### src/diag_led_pkg.sv
// Constants, carriers and state codes for the diagnostic indicator controller
// Functional notes
// - Standby indicator lit while AC present and standby rail supplied, even system off.
// - One fault indicator per fan (two processor fans, rear fan 5) follows its fault.
// - Each identify button press toggles identify indicator between solid blue and off.
// - Identify command blinks indicator for 15 s, or until a later command clears it.
// - Status solid green when booted, ready and no fault asserted.
// - Status blinks green for non-critical thresholds, predictive failure, redundancy lost on redundant systems.
// - Over 10 correctable errors plus mirroring gives blinking green and affected memory indicator.
// - Status blinks amber on critical thresholds, catastrophic error, regulator hot, interrupt timeout.
// - Status solid amber on fatal conditions, including insufficient redundancy on redundant systems.
// - Status solid amber while the management controller is still booting after AC.
// - Status off when AC absent; when system down, off unless a condition is held.
// - At power-down keep the prior status, but solid green turns off.
// - Memory fault indicator lights only for a populated socket with an error, or in the mirror mask during migration.
// - Progress indicators hold the last written code until the next write.
package diag_led_pkg;

  localparam int ADDR_W = 8;
  localparam int DATA_W = 32;

  localparam logic [ADDR_W-1:0] CTRL_OFS = 8'h00;
  localparam logic [ADDR_W-1:0] IDENT_OFS = 8'h04;
  localparam logic [ADDR_W-1:0] PROGRESS_OFS = 8'h08;
  localparam logic [ADDR_W-1:0] STATUS_OFS = 8'h0C;
  localparam logic [ADDR_W-1:0] INT_STAT_OFS = 8'h10;
  localparam logic [ADDR_W-1:0] INT_MASK_OFS = 8'h14;
  localparam logic [ADDR_W-1:0] MIRROR_OFS = 8'h18;
  localparam logic [ADDR_W-1:0] MEMFAULT_OFS = 8'h1C;

  // CTRL fields
  localparam int CTRL_MGMT_READY_BIT = 0;
  localparam int CTRL_BOOT_DONE_BIT = 1;
  localparam int CTRL_REDUNDANT_BIT = 2;
  // IDENT fields
  localparam int IDENT_ON_BIT = 0;
  localparam int IDENT_FOREVER_BIT = 1;
  // STATUS fields
  localparam int STAT_CODE_LSB = 0;
  localparam int STAT_ID_LSB = 4;
  localparam int STAT_FAN_LSB = 8;
  localparam int STAT_CORR_LSB = 16;
  // Interrupt bits
  localparam int INT_STATUS_CHG = 0;
  localparam int INT_BUTTON = 1;
  localparam int INT_ID_EXPIRED = 2;
  localparam int INT_FAN_FAULT = 3;
  localparam int INT_MEM_FAULT = 4;
  localparam int INT_W = 5;

  localparam logic [INT_W-1:0] INT_MASK_RST = 5'h00;
  localparam logic [7:0] PROGRESS_RST = 8'h00;
  localparam logic [2:0] CTRL_RST = 3'h0;

  localparam logic [7:0] CORR_ERR_LIMIT = 8'h0A;

  localparam longint CLK_HZ = 40_000_000;
  localparam longint BLINK_HALF_MS = 500;
  localparam longint ID_TIMEOUT_S = 15;
  localparam int unsigned BLINK_HALF_CYC = int'(BLINK_HALF_MS * CLK_HZ / 1000);
  localparam int unsigned ID_TIMEOUT_CYC = int'(ID_TIMEOUT_S * CLK_HZ);

  typedef enum logic [2:0] {
    ST_OFF = 3'h0,
    ST_GREEN = 3'h1,
    ST_BLINK_GREEN = 3'h3,
    ST_BLINK_AMBER = 3'h2,
    ST_AMBER = 3'h6
  } status_e;

  typedef enum logic [1:0] {
    ID_OFF = 2'h0,
    ID_SOLID = 2'h1,
    ID_BLINK_TIMED = 2'h3,
    ID_BLINK_FOREVER = 2'h2
  } ident_e;

  typedef struct packed {
    logic acPresent;
    logic standbyOk;
    logic sysPowered;
    logic idButton;
    logic corrErrEvent;
    logic mirrorActive;
    logic [2:0] fanFault;
    logic nonCritTemp;
    logic nonCritVolt;
    logic nonCritFan;
    logic fanRedLostOk;
    logic psuPredFail;
    logic psuRedLostOk;
    logic critTemp;
    logic catastrophicErrorFlag;
    logic critVolt;
    logic regulatorOverheatFlag;
    logic mgmtInterruptTimeout;
    logic cpuMissing;
    logic thermalTrip;
    logic nonRecovTemp;
    logic nonRecovVolt;
    logic powerFault;
    logic fanRedLostBad;
    logic psuRedLostBad;
  } cond_s;

  typedef struct packed {
    logic [ADDR_W-1:0] addr;
    logic [DATA_W-1:0] wdata;
    logic wr;
    logic rd;
  } bus_req_s;

endpackage

### src/diagnostic_led_controller.sv
// Diagnostic indicator controller with register port and interrupt
`timescale 1ns/100ps
`default_nettype none
module diagnostic_led_controller #(
  parameter int MEM_SOCKETS = 8,
  parameter int unsigned BLINK_HALF_CYC = diag_led_pkg::BLINK_HALF_CYC,
  parameter int unsigned ID_TIMEOUT_CYC = diag_led_pkg::ID_TIMEOUT_CYC
) (
  input wire logic ref_clk,
  input wire logic sys_rst,
  input wire diag_led_pkg::cond_s condPins,
  input wire logic [MEM_SOCKETS-1:0] memPresent,
  input wire logic [MEM_SOCKETS-1:0] memError,
  input wire diag_led_pkg::bus_req_s busReq,
  output logic [diag_led_pkg::DATA_W-1:0] rdata,
  output logic irq,
  output logic standbyIndicator,
  output logic [2:0] fanFaultLed,
  output logic [MEM_SOCKETS-1:0] memoryModuleFaultLed,
  output logic identifyLed,
  output logic statusGreen,
  output logic statusAmber,
  output logic [7:0] progressLed
);

  localparam int COND_W = $bits(diag_led_pkg::cond_s);
  localparam int RAW_W = COND_W + 2 * MEM_SOCKETS;

  if (MEM_SOCKETS < 1 || MEM_SOCKETS > 32) begin : gBadSockets
    $error("MEM_SOCKETS must be 1 to 32");
  end
  if (BLINK_HALF_CYC < 1 || ID_TIMEOUT_CYC < 1) begin : gBadTimes
    $error("Blink and identify counts must be at least 1");
  end

  // A timed identify shorter than one blink period would never visibly blink
  if (ID_TIMEOUT_CYC < 2 * BLINK_HALF_CYC) begin : gShortIdent
    $error("Identify timeout must cover at least one blink period");
  end

  typedef struct packed {
    logic [RAW_W-1:0] sync1;
    logic [RAW_W-1:0] sync2;
    logic btnPrev;
    logic corrPrev;
    logic poweredPrev;
    logic [7:0] corrCount;
    logic [31:0] blinkCnt;
    logic blinkOn;
    logic [31:0] idTimer;
    diag_led_pkg::ident_e idState;
    diag_led_pkg::status_e heldStatus;
    diag_led_pkg::status_e shown;
    logic [2:0] ctrl;
    logic [7:0] progress;
    logic [MEM_SOCKETS-1:0] mirrorMask;
    logic [diag_led_pkg::INT_W-1:0] intStat;
    logic [diag_led_pkg::INT_W-1:0] intMask;
    logic [diag_led_pkg::DATA_W-1:0] rdata;
    logic irq;
    logic standbyLed;
    logic [2:0] fanLed;
    logic [MEM_SOCKETS-1:0] memLed;
    logic idLed;
    logic green;
    logic amber;
  } state_s;

  state_s state_reg;
  state_s state_next;

  // Returns {green, amber} for a status code and blink phase
  function automatic logic [1:0] statusColour(input diag_led_pkg::status_e st, input logic ph);
    logic [1:0] col;
    col = 2'h0;
    unique case (st)
      diag_led_pkg::ST_OFF: col = 2'h0;
      diag_led_pkg::ST_GREEN: col = 2'h2;
      diag_led_pkg::ST_BLINK_GREEN: col = {ph, 1'b0};
      diag_led_pkg::ST_BLINK_AMBER: col = {1'b0, ph};
      diag_led_pkg::ST_AMBER: col = 2'h1;
      default: col = 2'h0;
    endcase
    return col;
  endfunction

  function automatic logic hit(input diag_led_pkg::bus_req_s r, input logic [diag_led_pkg::ADDR_W-1:0] ofs);
    return r.addr == ofs;
  endfunction

  always_comb begin
    state_s s;
    diag_led_pkg::cond_s c;
    logic [MEM_SOCKETS-1:0] pres;
    logic [MEM_SOCKETS-1:0] merr;
    logic press;
    logic idExpire;
    logic fatal;
    logic nonFatal;
    logic degraded;
    logic migrated;
    logic [1:0] col;
    logic [diag_led_pkg::INT_W-1:0] ev;
    logic [diag_led_pkg::INT_W-1:0] clr;
    diag_led_pkg::status_e live;
    diag_led_pkg::status_e shownNext;
    logic [diag_led_pkg::DATA_W-1:0] rd;
    s = state_reg;
    c = '0;
    pres = '0;
    merr = '0;
    press = 1'b0;
    idExpire = 1'b0;
    fatal = 1'b0;
    nonFatal = 1'b0;
    degraded = 1'b0;
    migrated = 1'b0;
    col = 2'h0;
    ev = '0;
    clr = '0;
    live = diag_led_pkg::ST_OFF;
    shownNext = diag_led_pkg::ST_OFF;
    rd = '0;

    // Only the second stage is ever read past this point
    s.sync1 = {condPins, memPresent, memError};
    s.sync2 = state_reg.sync1;
    c = diag_led_pkg::cond_s'(state_reg.sync2[RAW_W-1 -: COND_W]);
    pres = state_reg.sync2[2*MEM_SOCKETS-1:MEM_SOCKETS];
    merr = state_reg.sync2[MEM_SOCKETS-1:0];

    // Blink timebase shared by status and identify
    if (state_reg.blinkCnt >= BLINK_HALF_CYC - 1) begin
      s.blinkCnt = 32'h0;
      s.blinkOn = ~state_reg.blinkOn;
    end else begin
      s.blinkCnt = state_reg.blinkCnt + 32'h1;
    end

    // Correctable error count saturates rather than wrapping back under the limit
    if (c.corrErrEvent && !state_reg.corrPrev && state_reg.corrCount != 8'hFF) begin
      s.corrCount = state_reg.corrCount + 8'h1;
    end
    s.corrPrev = c.corrErrEvent;
    migrated = (state_reg.corrCount > diag_led_pkg::CORR_ERR_LIMIT) && c.mirrorActive;

    fatal = c.cpuMissing | c.thermalTrip | c.nonRecovTemp | c.nonRecovVolt | c.powerFault
      | (state_reg.ctrl[diag_led_pkg::CTRL_REDUNDANT_BIT] & (c.fanRedLostBad | c.psuRedLostBad));
    nonFatal = c.critTemp | c.catastrophicErrorFlag | c.critVolt | c.regulatorOverheatFlag
      | c.mgmtInterruptTimeout;
    degraded = c.nonCritTemp | c.nonCritVolt | c.nonCritFan | c.psuPredFail | migrated
      | (state_reg.ctrl[diag_led_pkg::CTRL_REDUNDANT_BIT] & (c.fanRedLostOk | c.psuRedLostOk));
    if (fatal) begin
      live = diag_led_pkg::ST_AMBER;
    end else if (nonFatal) begin
      live = diag_led_pkg::ST_BLINK_AMBER;
    end else if (degraded) begin
      live = diag_led_pkg::ST_BLINK_GREEN;
    end else if (state_reg.ctrl[diag_led_pkg::CTRL_BOOT_DONE_BIT]) begin
      live = diag_led_pkg::ST_GREEN;
    end else begin
      live = diag_led_pkg::ST_OFF;
    end

    s.poweredPrev = c.sysPowered;
    if (state_reg.poweredPrev && !c.sysPowered) begin
      s.heldStatus = (live == diag_led_pkg::ST_GREEN) ? diag_led_pkg::ST_OFF : live;
    end
    if (!state_reg.ctrl[diag_led_pkg::CTRL_MGMT_READY_BIT]) begin
      shownNext = diag_led_pkg::ST_AMBER;
    end else if (!c.acPresent) begin
      shownNext = diag_led_pkg::ST_OFF;
    end else if (!c.sysPowered) begin
      // Fresh snapshot used at once, so the fall cycle shows no stale colour
      shownNext = s.heldStatus;
    end else begin
      shownNext = live;
    end
    s.shown = shownNext;
    col = statusColour(state_reg.shown, state_reg.blinkOn);
    s.green = col[1];
    s.amber = col[0];

    // Button has no debounce here; the front panel is expected to deliver clean presses
    press = c.idButton & ~state_reg.btnPrev;
    s.btnPrev = c.idButton;
    idExpire = 1'b0;
    if (state_reg.idState == diag_led_pkg::ID_BLINK_TIMED) begin
      if (state_reg.idTimer >= ID_TIMEOUT_CYC - 1) begin
        s.idState = diag_led_pkg::ID_OFF;
        idExpire = 1'b1;
      end else begin
        s.idTimer = state_reg.idTimer + 32'h1;
      end
    end
    if (press) begin
      s.idState = (state_reg.idState == diag_led_pkg::ID_OFF) ? diag_led_pkg::ID_SOLID : diag_led_pkg::ID_OFF;
    end
    if (busReq.wr && hit(busReq, diag_led_pkg::IDENT_OFS)) begin
      s.idTimer = 32'h0;
      if (!busReq.wdata[diag_led_pkg::IDENT_ON_BIT]) begin
        s.idState = diag_led_pkg::ID_OFF;
      end else if (busReq.wdata[diag_led_pkg::IDENT_FOREVER_BIT]) begin
        s.idState = diag_led_pkg::ID_BLINK_FOREVER;
      end else begin
        s.idState = diag_led_pkg::ID_BLINK_TIMED;
      end
    end
    // Lamp lags the identify state by one edge, as every output is a flop
    unique case (state_reg.idState)
      diag_led_pkg::ID_OFF: s.idLed = 1'b0;
      diag_led_pkg::ID_SOLID: s.idLed = 1'b1;
      diag_led_pkg::ID_BLINK_TIMED: s.idLed = state_reg.blinkOn;
      diag_led_pkg::ID_BLINK_FOREVER: s.idLed = state_reg.blinkOn;
    endcase

    s.standbyLed = c.acPresent & c.standbyOk;
    s.fanLed = c.fanFault;
    // Mirror mask only counts once migration is in force
    s.memLed = pres & (merr | (migrated ? state_reg.mirrorMask : '0));

    // Register writes
    if (busReq.wr && hit(busReq, diag_led_pkg::CTRL_OFS)) begin
      s.ctrl = busReq.wdata[2:0];
    end
    if (busReq.wr && hit(busReq, diag_led_pkg::PROGRESS_OFS)) begin
      s.progress = busReq.wdata[7:0];
    end
    if (busReq.wr && hit(busReq, diag_led_pkg::INT_MASK_OFS)) begin
      s.intMask = busReq.wdata[diag_led_pkg::INT_W-1:0];
    end
    if (busReq.wr && hit(busReq, diag_led_pkg::MIRROR_OFS)) begin
      s.mirrorMask = busReq.wdata[MEM_SOCKETS-1:0];
    end

    // Events set after the clear so a coinciding event survives
    ev = '0;
    ev[diag_led_pkg::INT_STATUS_CHG] = shownNext != state_reg.shown;
    ev[diag_led_pkg::INT_BUTTON] = press;
    ev[diag_led_pkg::INT_ID_EXPIRED] = idExpire;
    ev[diag_led_pkg::INT_FAN_FAULT] = |(s.fanLed & ~state_reg.fanLed);
    ev[diag_led_pkg::INT_MEM_FAULT] = |(s.memLed & ~state_reg.memLed);
    clr = (busReq.wr && hit(busReq, diag_led_pkg::INT_STAT_OFS)) ? busReq.wdata[diag_led_pkg::INT_W-1:0] : '0;
    s.intStat = (state_reg.intStat & ~clr) | ev;
    s.irq = |(s.intStat & s.intMask);

    // Read data stands for the one cycle after the strobe only
    rd = '0;
    if (busReq.rd) begin
      if (hit(busReq, diag_led_pkg::CTRL_OFS)) begin
        rd[2:0] = state_reg.ctrl;
      end else if (hit(busReq, diag_led_pkg::IDENT_OFS)) begin
        rd[1:0] = state_reg.idState;
      end else if (hit(busReq, diag_led_pkg::PROGRESS_OFS)) begin
        rd[7:0] = state_reg.progress;
      end else if (hit(busReq, diag_led_pkg::STATUS_OFS)) begin
        rd[diag_led_pkg::STAT_CODE_LSB +: 3] = state_reg.shown;
        rd[diag_led_pkg::STAT_ID_LSB +: 2] = state_reg.idState;
        rd[diag_led_pkg::STAT_FAN_LSB +: 3] = state_reg.fanLed;
        rd[diag_led_pkg::STAT_CORR_LSB +: 8] = state_reg.corrCount;
      end else if (hit(busReq, diag_led_pkg::INT_STAT_OFS)) begin
        rd[diag_led_pkg::INT_W-1:0] = state_reg.intStat;
      end else if (hit(busReq, diag_led_pkg::INT_MASK_OFS)) begin
        rd[diag_led_pkg::INT_W-1:0] = state_reg.intMask;
      end else if (hit(busReq, diag_led_pkg::MIRROR_OFS)) begin
        rd[MEM_SOCKETS-1:0] = state_reg.mirrorMask;
      end else if (hit(busReq, diag_led_pkg::MEMFAULT_OFS)) begin
        rd[MEM_SOCKETS-1:0] = state_reg.memLed;
      end
    end
    s.rdata = rd;
    state_next = s;
  end

  always_ff @(posedge ref_clk or posedge sys_rst) begin
    if (sys_rst) begin
      // Named reset codes restated so a changed code cannot hide behind the zero fill
      state_reg <= '0;
      state_reg.ctrl <= diag_led_pkg::CTRL_RST;
      state_reg.progress <= diag_led_pkg::PROGRESS_RST;
      state_reg.intMask <= diag_led_pkg::INT_MASK_RST;
      state_reg.idState <= diag_led_pkg::ID_OFF;
      state_reg.shown <= diag_led_pkg::ST_OFF;
      state_reg.heldStatus <= diag_led_pkg::ST_OFF;
    end else begin
      state_reg <= state_next;
    end
  end

  // Outputs come straight from the state flops
  assign rdata = state_reg.rdata;
  assign irq = state_reg.irq;
  assign standbyIndicator = state_reg.standbyLed;
  assign fanFaultLed = state_reg.fanLed;
  assign memoryModuleFaultLed = state_reg.memLed;
  assign identifyLed = state_reg.idLed;
  assign statusGreen = state_reg.green;
  assign statusAmber = state_reg.amber;
  assign progressLed = state_reg.progress;

endmodule
`default_nettype wire

### config.mk
export PLATFORM = sky130hd
export DESIGN_NAME = diagnostic_led_controller
export DESIGN_NICKNAME = d
export VERILOG_FILES = /design/src/diag_led_pkg.sv /design/src/diagnostic_led_controller.sv
export SDC_FILE = /design/constraint.sdc
export NUM_CORES = 1
export LEC_CHECK = 0
export BUFFER_PORTS_ARGS = -buffer_cell sky130_fd_sc_hd__buf_2
export CAP_MARGIN = 15
export CORE_ASPECT_RATIO = 1.75
export CORE_UTILIZATION = 57
export CTS_CLUSTER_DIAMETER = 80
export DETAILED_ROUTE_END_ITERATION = 10
export GPL_ROUTABILITY_DRIVEN = 0
export HOLD_SLACK_MARGIN = 0.08
export PLACE_DENSITY = 0.84
export SLEW_MARGIN = 20
export SYNTH_ARGS = -nofsm -noshare
export SYNTH_HDL_FRONTEND = slang
export SYNTH_SLANG_ARGS = --single-unit
### constraint.sdc
create_clock -name ref_clk -period 9 [get_ports ref_clk]
set_clock_uncertainty 0.2 [all_clocks]
set_input_delay 0.9 -clock ref_clk [delete_from_list [all_inputs] [get_ports ref_clk]]
set_output_delay 0.9 -clock ref_clk [all_outputs]
set_load 0.01 [all_outputs]
==> flow_metrics.tcl, run 1 <==
set metrics [dict create \
    yosysSeqAreaShare_pct 62.4 \
    r2r_cells 6 \
    routedWlPerCell_um 17.4 \
    rrSetupSlack_ns 6.18 \
    cp.required_ns 9.17 \
    arrival_ns 3.38 \
    n_antenna_cell 0 \
    period_share_pct 35.7 \
    ys.flop_type "dfrtp_1" \
    grt-ovfl-total 0 \
    slew-limit-headroom_pct 42.5 \
    crit_end "progressLed[7]" \
    final_core_util_pct 65.6 \
    fmax_mhz 312 \
    cp_max_fo 8 \
    layoutNonFillerInstCount 1073 \
    pin_count 143 \
    design.die.area_sq_um 17000 \
    layout.nets 963 \
    die_h_um 172 \
    synthCells 791 \
    yosys_warnings 0 \
    insertion_delay_ns 0.49 \
    grt_pass1_vias 6334 \
    drc 0 \
    cap_violations 0 \
    dr.pass1.iters 4 \
    core_area_sq_um 16000 \
    startpoint "busReq[35]" \
    synth_top_area_share_pct 62.4 \
    vias 6072 \
    track_usage_pct 23.0 \
    outcome "finished, final reports clean" \
    synth.distinct_cells 63 \
    synth_edf_count 0 \
    numCtsBuffers 20 \
    dpl.hpwl_mm 12.6 \
    syn_to_final_growth_pct 12.0 \
    ys_seq_elements 234 \
    grt_setup_unrepaired "no" \
    cts_resized 0 \
    cpMaxStageDelayCell "nor2_2" \
    path_class "in2reg" \
    reg2reg_to "irq" \
    grt_pass1_wl_mm 30.8 \
    cts_tree "yes" \
    io_buffers 105 \
    die_w_um 99.0 \
    ctsHoldBuffers 0 \
    crit_chain "buf_2 -> or3_1 -> or3_1 -> nor2_2 -> nand2_1 -> nor2_2 -> mux2_1" \
    yosysTopAreaCell "dfrtp_1" \
    max_stage_delay_ns 0.55 \
    setup_viol 0 \
    grt_max_degree 164 \
    largest_reg_flops 142 \
    hold_violations 0 \
    drv_slew 0 \
    period_minus_slack_ns 3.21 \
    power_leakage_nw 4.83 \
    cp-end-kind "register" \
    cp-start-kind "input port" \
    finalSetupTns_ns 0 \
    vdd_drop_max_v 0.000152 \
    drt_iter0_markers 344 \
    cts_setup_buffers 0 \
    rows 61 \
    grt_antenna_before_repair 0 \
    p_per_area_nw_per_um2 218 \
    synth.area.top_cells "dfrtp_1 62%, buf_4 4.1%, xnor2_1 3.5%, nor2_1 3.2%, mux2_1 2.3%" \
    cts_buffer_depth 3 \
    netlist_area_sq_um 9380 \
    postRouteAntennaNets 0 \
    min_path_type "reg2reg" \
    cts.sinks 234 \
    dp.cells 1039 \
    drive_gt1_share_pct 18.0 \
    routed_wl_mm 18.7 \
    worst_pin_slew_ns 0.862 \
    synthArstFlopShare_pct 100 \
    r2r-start "state_reg[154]" \
    p_total_mw 2.29 \
    root_buffer "clkbuf_16" \
    start_util_pct 58.5 \
    viasPerCell 5.66 \
    avgSynthCellArea_sq_um 11.9 \
    path_clk_slew_ns 0.07 \
    htreeDepth 1 \
]
## worst min-delay path by stage
stage | start | to | slack (ns) | depth (start not counted)
floorplan | state_next[195] | state_next[11] | 0.13 | 0
global placement | state_next[189] | state_reg[189] | 0.13 | 0
detailed placement | state_next[178] | state_reg[178] | 0.14 | 0
CTS | state_next[193] | state_reg[193] | 0.15 | 0
global route | state_next[199] | state_next[159] | 0.15 | 0
finish | state_next[193] | state_reg[193] | 0.15 | 0
## cells by family after synthesis
kind of cell    synth area share, %
compound gates                 5.99
xor+xnor                       5.51
fa+ha+maj                     0.533
buf+inv                        5.53
flops                          62.4
mux                            4.64
other cells                  0.0400
simple gates                   15.3
## critical path: cells and delay by family
kind                   cells  cell delay [ns]
buffers and inverters      1             0.09
multiplexers               1             0.39
AND/OR/NAND/NOR            5             2.00
## cell usage after synthesis (15+ instances only)
cell / n
nand4_1: 15
nor2_1: 79
nand3_1: 24
dfrtp_1: 234
nor3_1: 29
nand2_1: 54
a21oi_1: 20
mux2_1: 19
nor2b_1: 19
buf_4: 51
xor2_1: 22
xnor2_1: 37
inv_1: 16
## layer usage
metal | up-vias | GRT usage, % | share of wire, %
li1 | 2791 | - | -
met1 | 3039 | 25.9 | 37
met2 | 191 | 42.2 | 55
met3 | 51 | 2.89 | 4.4
met4 | 0 | 12.1 | 4.3
met5 | - | 0 | 0
## cells in the final DEF, fill, tap and decap left out, types with 4 or more instances in the layout
cell type  netlist  routed
mux2i_1          9       9
o21ai_1          5       5
nand3_1         24      24
mux2_2           5       5
a31oi_1          8       8
or3_1           12      12
xor2_1          22      22
conb_1           1      20
o21ai_0         13      13
inv_1           16      15
clkbuf_16        0      21
nor2b_1         19      19
nor2_1          79      79
clkinv_2         0       5
and3_1          13      13
xnor2_1         37      37
buf_2            7     105
nand2_1         54      54
dfrtp_1        234     234
nand2b_1         5       5
nor3_1          29      29
bufinv_16        0       4
ha_1             4       4
a21oi_1         20      20
nand4_1         15      15
mux2_1          19      19
and2_1          13      13
a21o_1           5       5
nor4_1           8       8
## report_power, final
part / internal, mW / total, mW / switching (mW)
logic: 0.0751 / 0.190 / 0.115
registers: 1.11 / 1.17 / 0.0574
clock network: 0.556 / 0.926 / 0.370
## metrics by stage
step | setup slack, ns | hold slack, ns | cell area [sq um]
floorplan | 1.48 | 0.131 | 9450
global placement | 5.38 | 0.132 | 9780
detailed placement | 5.31 | 0.136 | 9780
CTS | 5.82 | 0.148 | 10500
global route | 5.72 | 0.153 | 10500
finish | 5.79 | 0.147 | 10500
## cell type report
cell class                 count  area, sq um
tap                          189          236
fill                        1136         5520
inverter                      16         72.6
timing repair buffer         107          541
clock inverter                11          161
clock buffer                  23          553
sequential                   234         5860
multi-input combinational    493         3090
No activity file was read; power rests on OpenSTA's default activity.
==> inputs of run 2 (changes only) <==
--- a/config.mk
+++ b/config.mk
@@ -5,15 +5,16 @@
 export SDC_FILE = /design/constraint.sdc
 export NUM_CORES = 1
 export LEC_CHECK = 0
+export ABC_AREA = 1
 export BUFFER_PORTS_ARGS = -buffer_cell sky130_fd_sc_hd__buf_2
 export CAP_MARGIN = 15
 export CORE_ASPECT_RATIO = 1.75
-export CORE_UTILIZATION = 57
+export CORE_UTILIZATION = 52
 export CTS_CLUSTER_DIAMETER = 80
 export DETAILED_ROUTE_END_ITERATION = 10
 export GPL_ROUTABILITY_DRIVEN = 0
 export HOLD_SLACK_MARGIN = 0.08
-export PLACE_DENSITY = 0.84
+export PLACE_DENSITY = 0.8
 export SLEW_MARGIN = 20
 export SYNTH_ARGS = -nofsm -noshare
 export SYNTH_HDL_FRONTEND = slang
==> constraint.sdc (replaced) <==
create_clock -name ref_clk -period 2.68 [get_ports ref_clk]
set_clock_uncertainty 0.2 [all_clocks]
set_input_delay 0.268 -clock ref_clk [delete_from_list [all_inputs] [get_ports ref_clk]]
set_output_delay 0.268 -clock ref_clk [all_outputs]
set_load 0.01 [all_outputs]
==> flow_metrics.tcl, run 2 <==
set metrics [dict create \
    cp_max_fo 9 \
    synth.area.top_cells "dfrtp_1 57%, nand2_1 7.0%, inv_1 4.0%, buf_4 3.7%, nor2_1 3.4%" \
    yosys_warnings 0 \
    synth_common_cells "234 x dfrtp_1, 191 x nand2_1, 109 x inv_1" \
    intPower_mw 6.01 \
    grt_pass1_wl_mm 40.0 \
    synth_compound_area_share_pct 6.92 \
    syn_to_final_growth_pct 19.5 \
    period_share_pct 91.6 \
    synthCells 1056 \
    worst_slack_ns 0.225 \
    vias 7863 \
    ys_seq_elements 234 \
    cts_tree "yes" \
    grt_max_degree 63 \
    period_minus_slack_ns 2.45 \
    largest_reg_flops 142 \
    ys.flop_type "dfrtp_1" \
    root_buffer "clkbuf_16" \
    grt-ovfl-total 0 \
    grt_antenna_before_repair 0 \
    synth.distinct_cells 52 \
    cp.required_ns 2.91 \
    comb_power_share_pct 8.0 \
    cap_violations 0 \
    cts_buffer_depth 3 \
    viasPerCell 5.36 \
    p_total_mw 7.95 \
    routedWlPerCell_um 17.0 \
    swShare_pct 24.4 \
    cp-end-kind "register" \
    synthMuxAreaShare_pct 0 \
    synth_top_family_by_area "simple AND/OR/NAND/NOR gates" \
    min_path_type "in2reg" \
    synth_edf_count 0 \
    path_class "in2reg" \
    drc 0 \
    p_sw_mw 1.94 \
    vdd_drop_max_v 0.000562 \
    pin_count 143 \
    avgSynthCellArea_sq_um 9.69 \
    synth_top_area_share_pct 57.2 \
    drt_iter0_markers 609 \
    hold_violations 0 \
    p_per_area_nw_per_um2 650 \
    power_frac_seq_pct 48.6 \
    slew-limit-headroom_pct 56.5 \
    cts.sinks 234 \
    drive_gt1_share_pct 17.4 \
    numCtsBuffers 22 \
    grt_setup_unrepaired "no" \
    start_util_pct 53.3 \
    drv_slew 0 \
    synth_most_common_cell "dfrtp_1" \
    n_antenna_cell 0 \
    cp-start-kind "input port" \
    track_usage_pct 25.5 \
    synth-simple-area-share_pct 22.7 \
    htreeDepth 1 \
    path_clk_slew_ns 0.07 \
    grt_pass1_vias 8254 \
    die_h_um 188 \
    io_buffers 105 \
    rows 67 \
    worst_pin_slew_ns 0.651 \
    fmax_mhz 407 \
    yosysSeqAreaShare_pct 57.2 \
    power_leakage_nw 5.78 \
    synthAdderAreaFrac_pct 0.489 \
    netlist_area_sq_um 10200 \
    insertion_delay_ns 0.54 \
    synth-xor-area-share_pct 3.51 \
    dp.cells 1368 \
    dr.pass1.iters 8 \
    dpl.hpwl_mm 17.1 \
    synthArstFlopShare_pct 100 \
    routed_wl_mm 24.9 \
    layout_common_cells "234 x dfrtp_1, 191 x nand2_1, 107 x inv_1" \
    setup_viol 0 \
    design.die.area_sq_um 20300 \
    postRouteAntennaNets 0 \
    layoutNonFillerInstCount 1467 \
    layout.nets 1301 \
    yosysTopAreaCell "dfrtp_1" \
    die_w_um 108 \
    core_area_sq_um 19200 \
    arrival_ns 2.68 \
    outcome "finished, final reports clean" \
    layout_commonest_cell "dfrtp_1" \
    power.share.clock_pct 43.5 \
    dp_slack_ns 0.379 \
]
run 2: power by group through the flow:
stage,Clock (mW),Combinational (mW),Sequential [mW]
global route,3.65,0.702,3.88
detailed placement,0,0.554,3.92
CTS,3.47,0.629,3.86
floorplan,0,0.393,3.87
finish,3.46,0.633,3.86
global placement,0,0.530,3.91
run 2: area by class of cell:
type                            instances  area [sq um]
Sequential cell                       234          5860
Clock inverter                         14           236
Fill cell                            1400          6960
Timing Repair Buffer                  178          1300
Clock buffer                           26           576
Multi-Input combinational cell        655          3520
Inverter                              119           450
Tap cell                              241           302
run 2: cell families (layout without fill, tap and decap cells):
group,after synthesis,count (layout)
flip-flops,234,234
other,1,20
buffers and inverters,186,337
XOR/XNOR,41,41
AND/OR/NAND/NOR,472,472
AO/OA/AOI/OAI,118,118
adder cells (fa/ha/maj),4,4
run 2: path summary, 6_finish.rpt:
check	slack (ns)	to	from	cells past startpoint
min reg2reg	0.15	state_reg[189]	state_next[189]	0
max	0.23	state_reg[83]	busReq[35]	12
max reg2reg	0.33	state_reg[117]	state_reg[118]	12
min in group asynchronous	0.18	state_reg[136]	sys_rst	3
min	0.09	rdata[4]	busReq[39]	6
max in group asynchronous	1.35	state_reg[87]	sys_rst	4
run 2: layer usage:
metal	wire length [um]	global-route usage [%]	vias up	share of wire, %
met3	1070	2.95	122	4.3
met2	13200	45.9	305	53
met1	8450	25.9	3767	34
met5	0	0	-	0
met4	2180	20.7	0	8.7
li1	-	-	3669	-
run 2: critical path: stages:
cell and delay (ns):
dlygate4sd3_1 0.54, buf_2 0.13, nor2_2 0.15, nand2_1 0.10
nor2_1 0.19, nand2_1 0.08, inv_1 0.09, nand2_1 0.15
inv_2 0.21, nand3_1 0.10, dlygate4sd3_1 0.58, o211ai_1 0.09
run 2: per-stage QoR:
stage          utilization (%)  setup TNS (ns)  hold slack [ns]  cell area, sq um
6_report                  63.7               0           0.0943             12200
5_1_grt                   63.7               0            0.108             12200
4_1_cts                   63.7               0           0.0822             12200
3_5_place_dp              56.4               0            0.135             10800
3_3_place_gp              56.4               0            0.133             10800
2_1_floorplan                -         -199.35           0.0994             10300
run 2: repair_timing:
action                                 CTS  global route
setup endpoints to repair                0             1
buffers inserted                         0             0
hold buffers                            59             0
endpoints found under the hold margin  143             0
resized for setup                        0             1
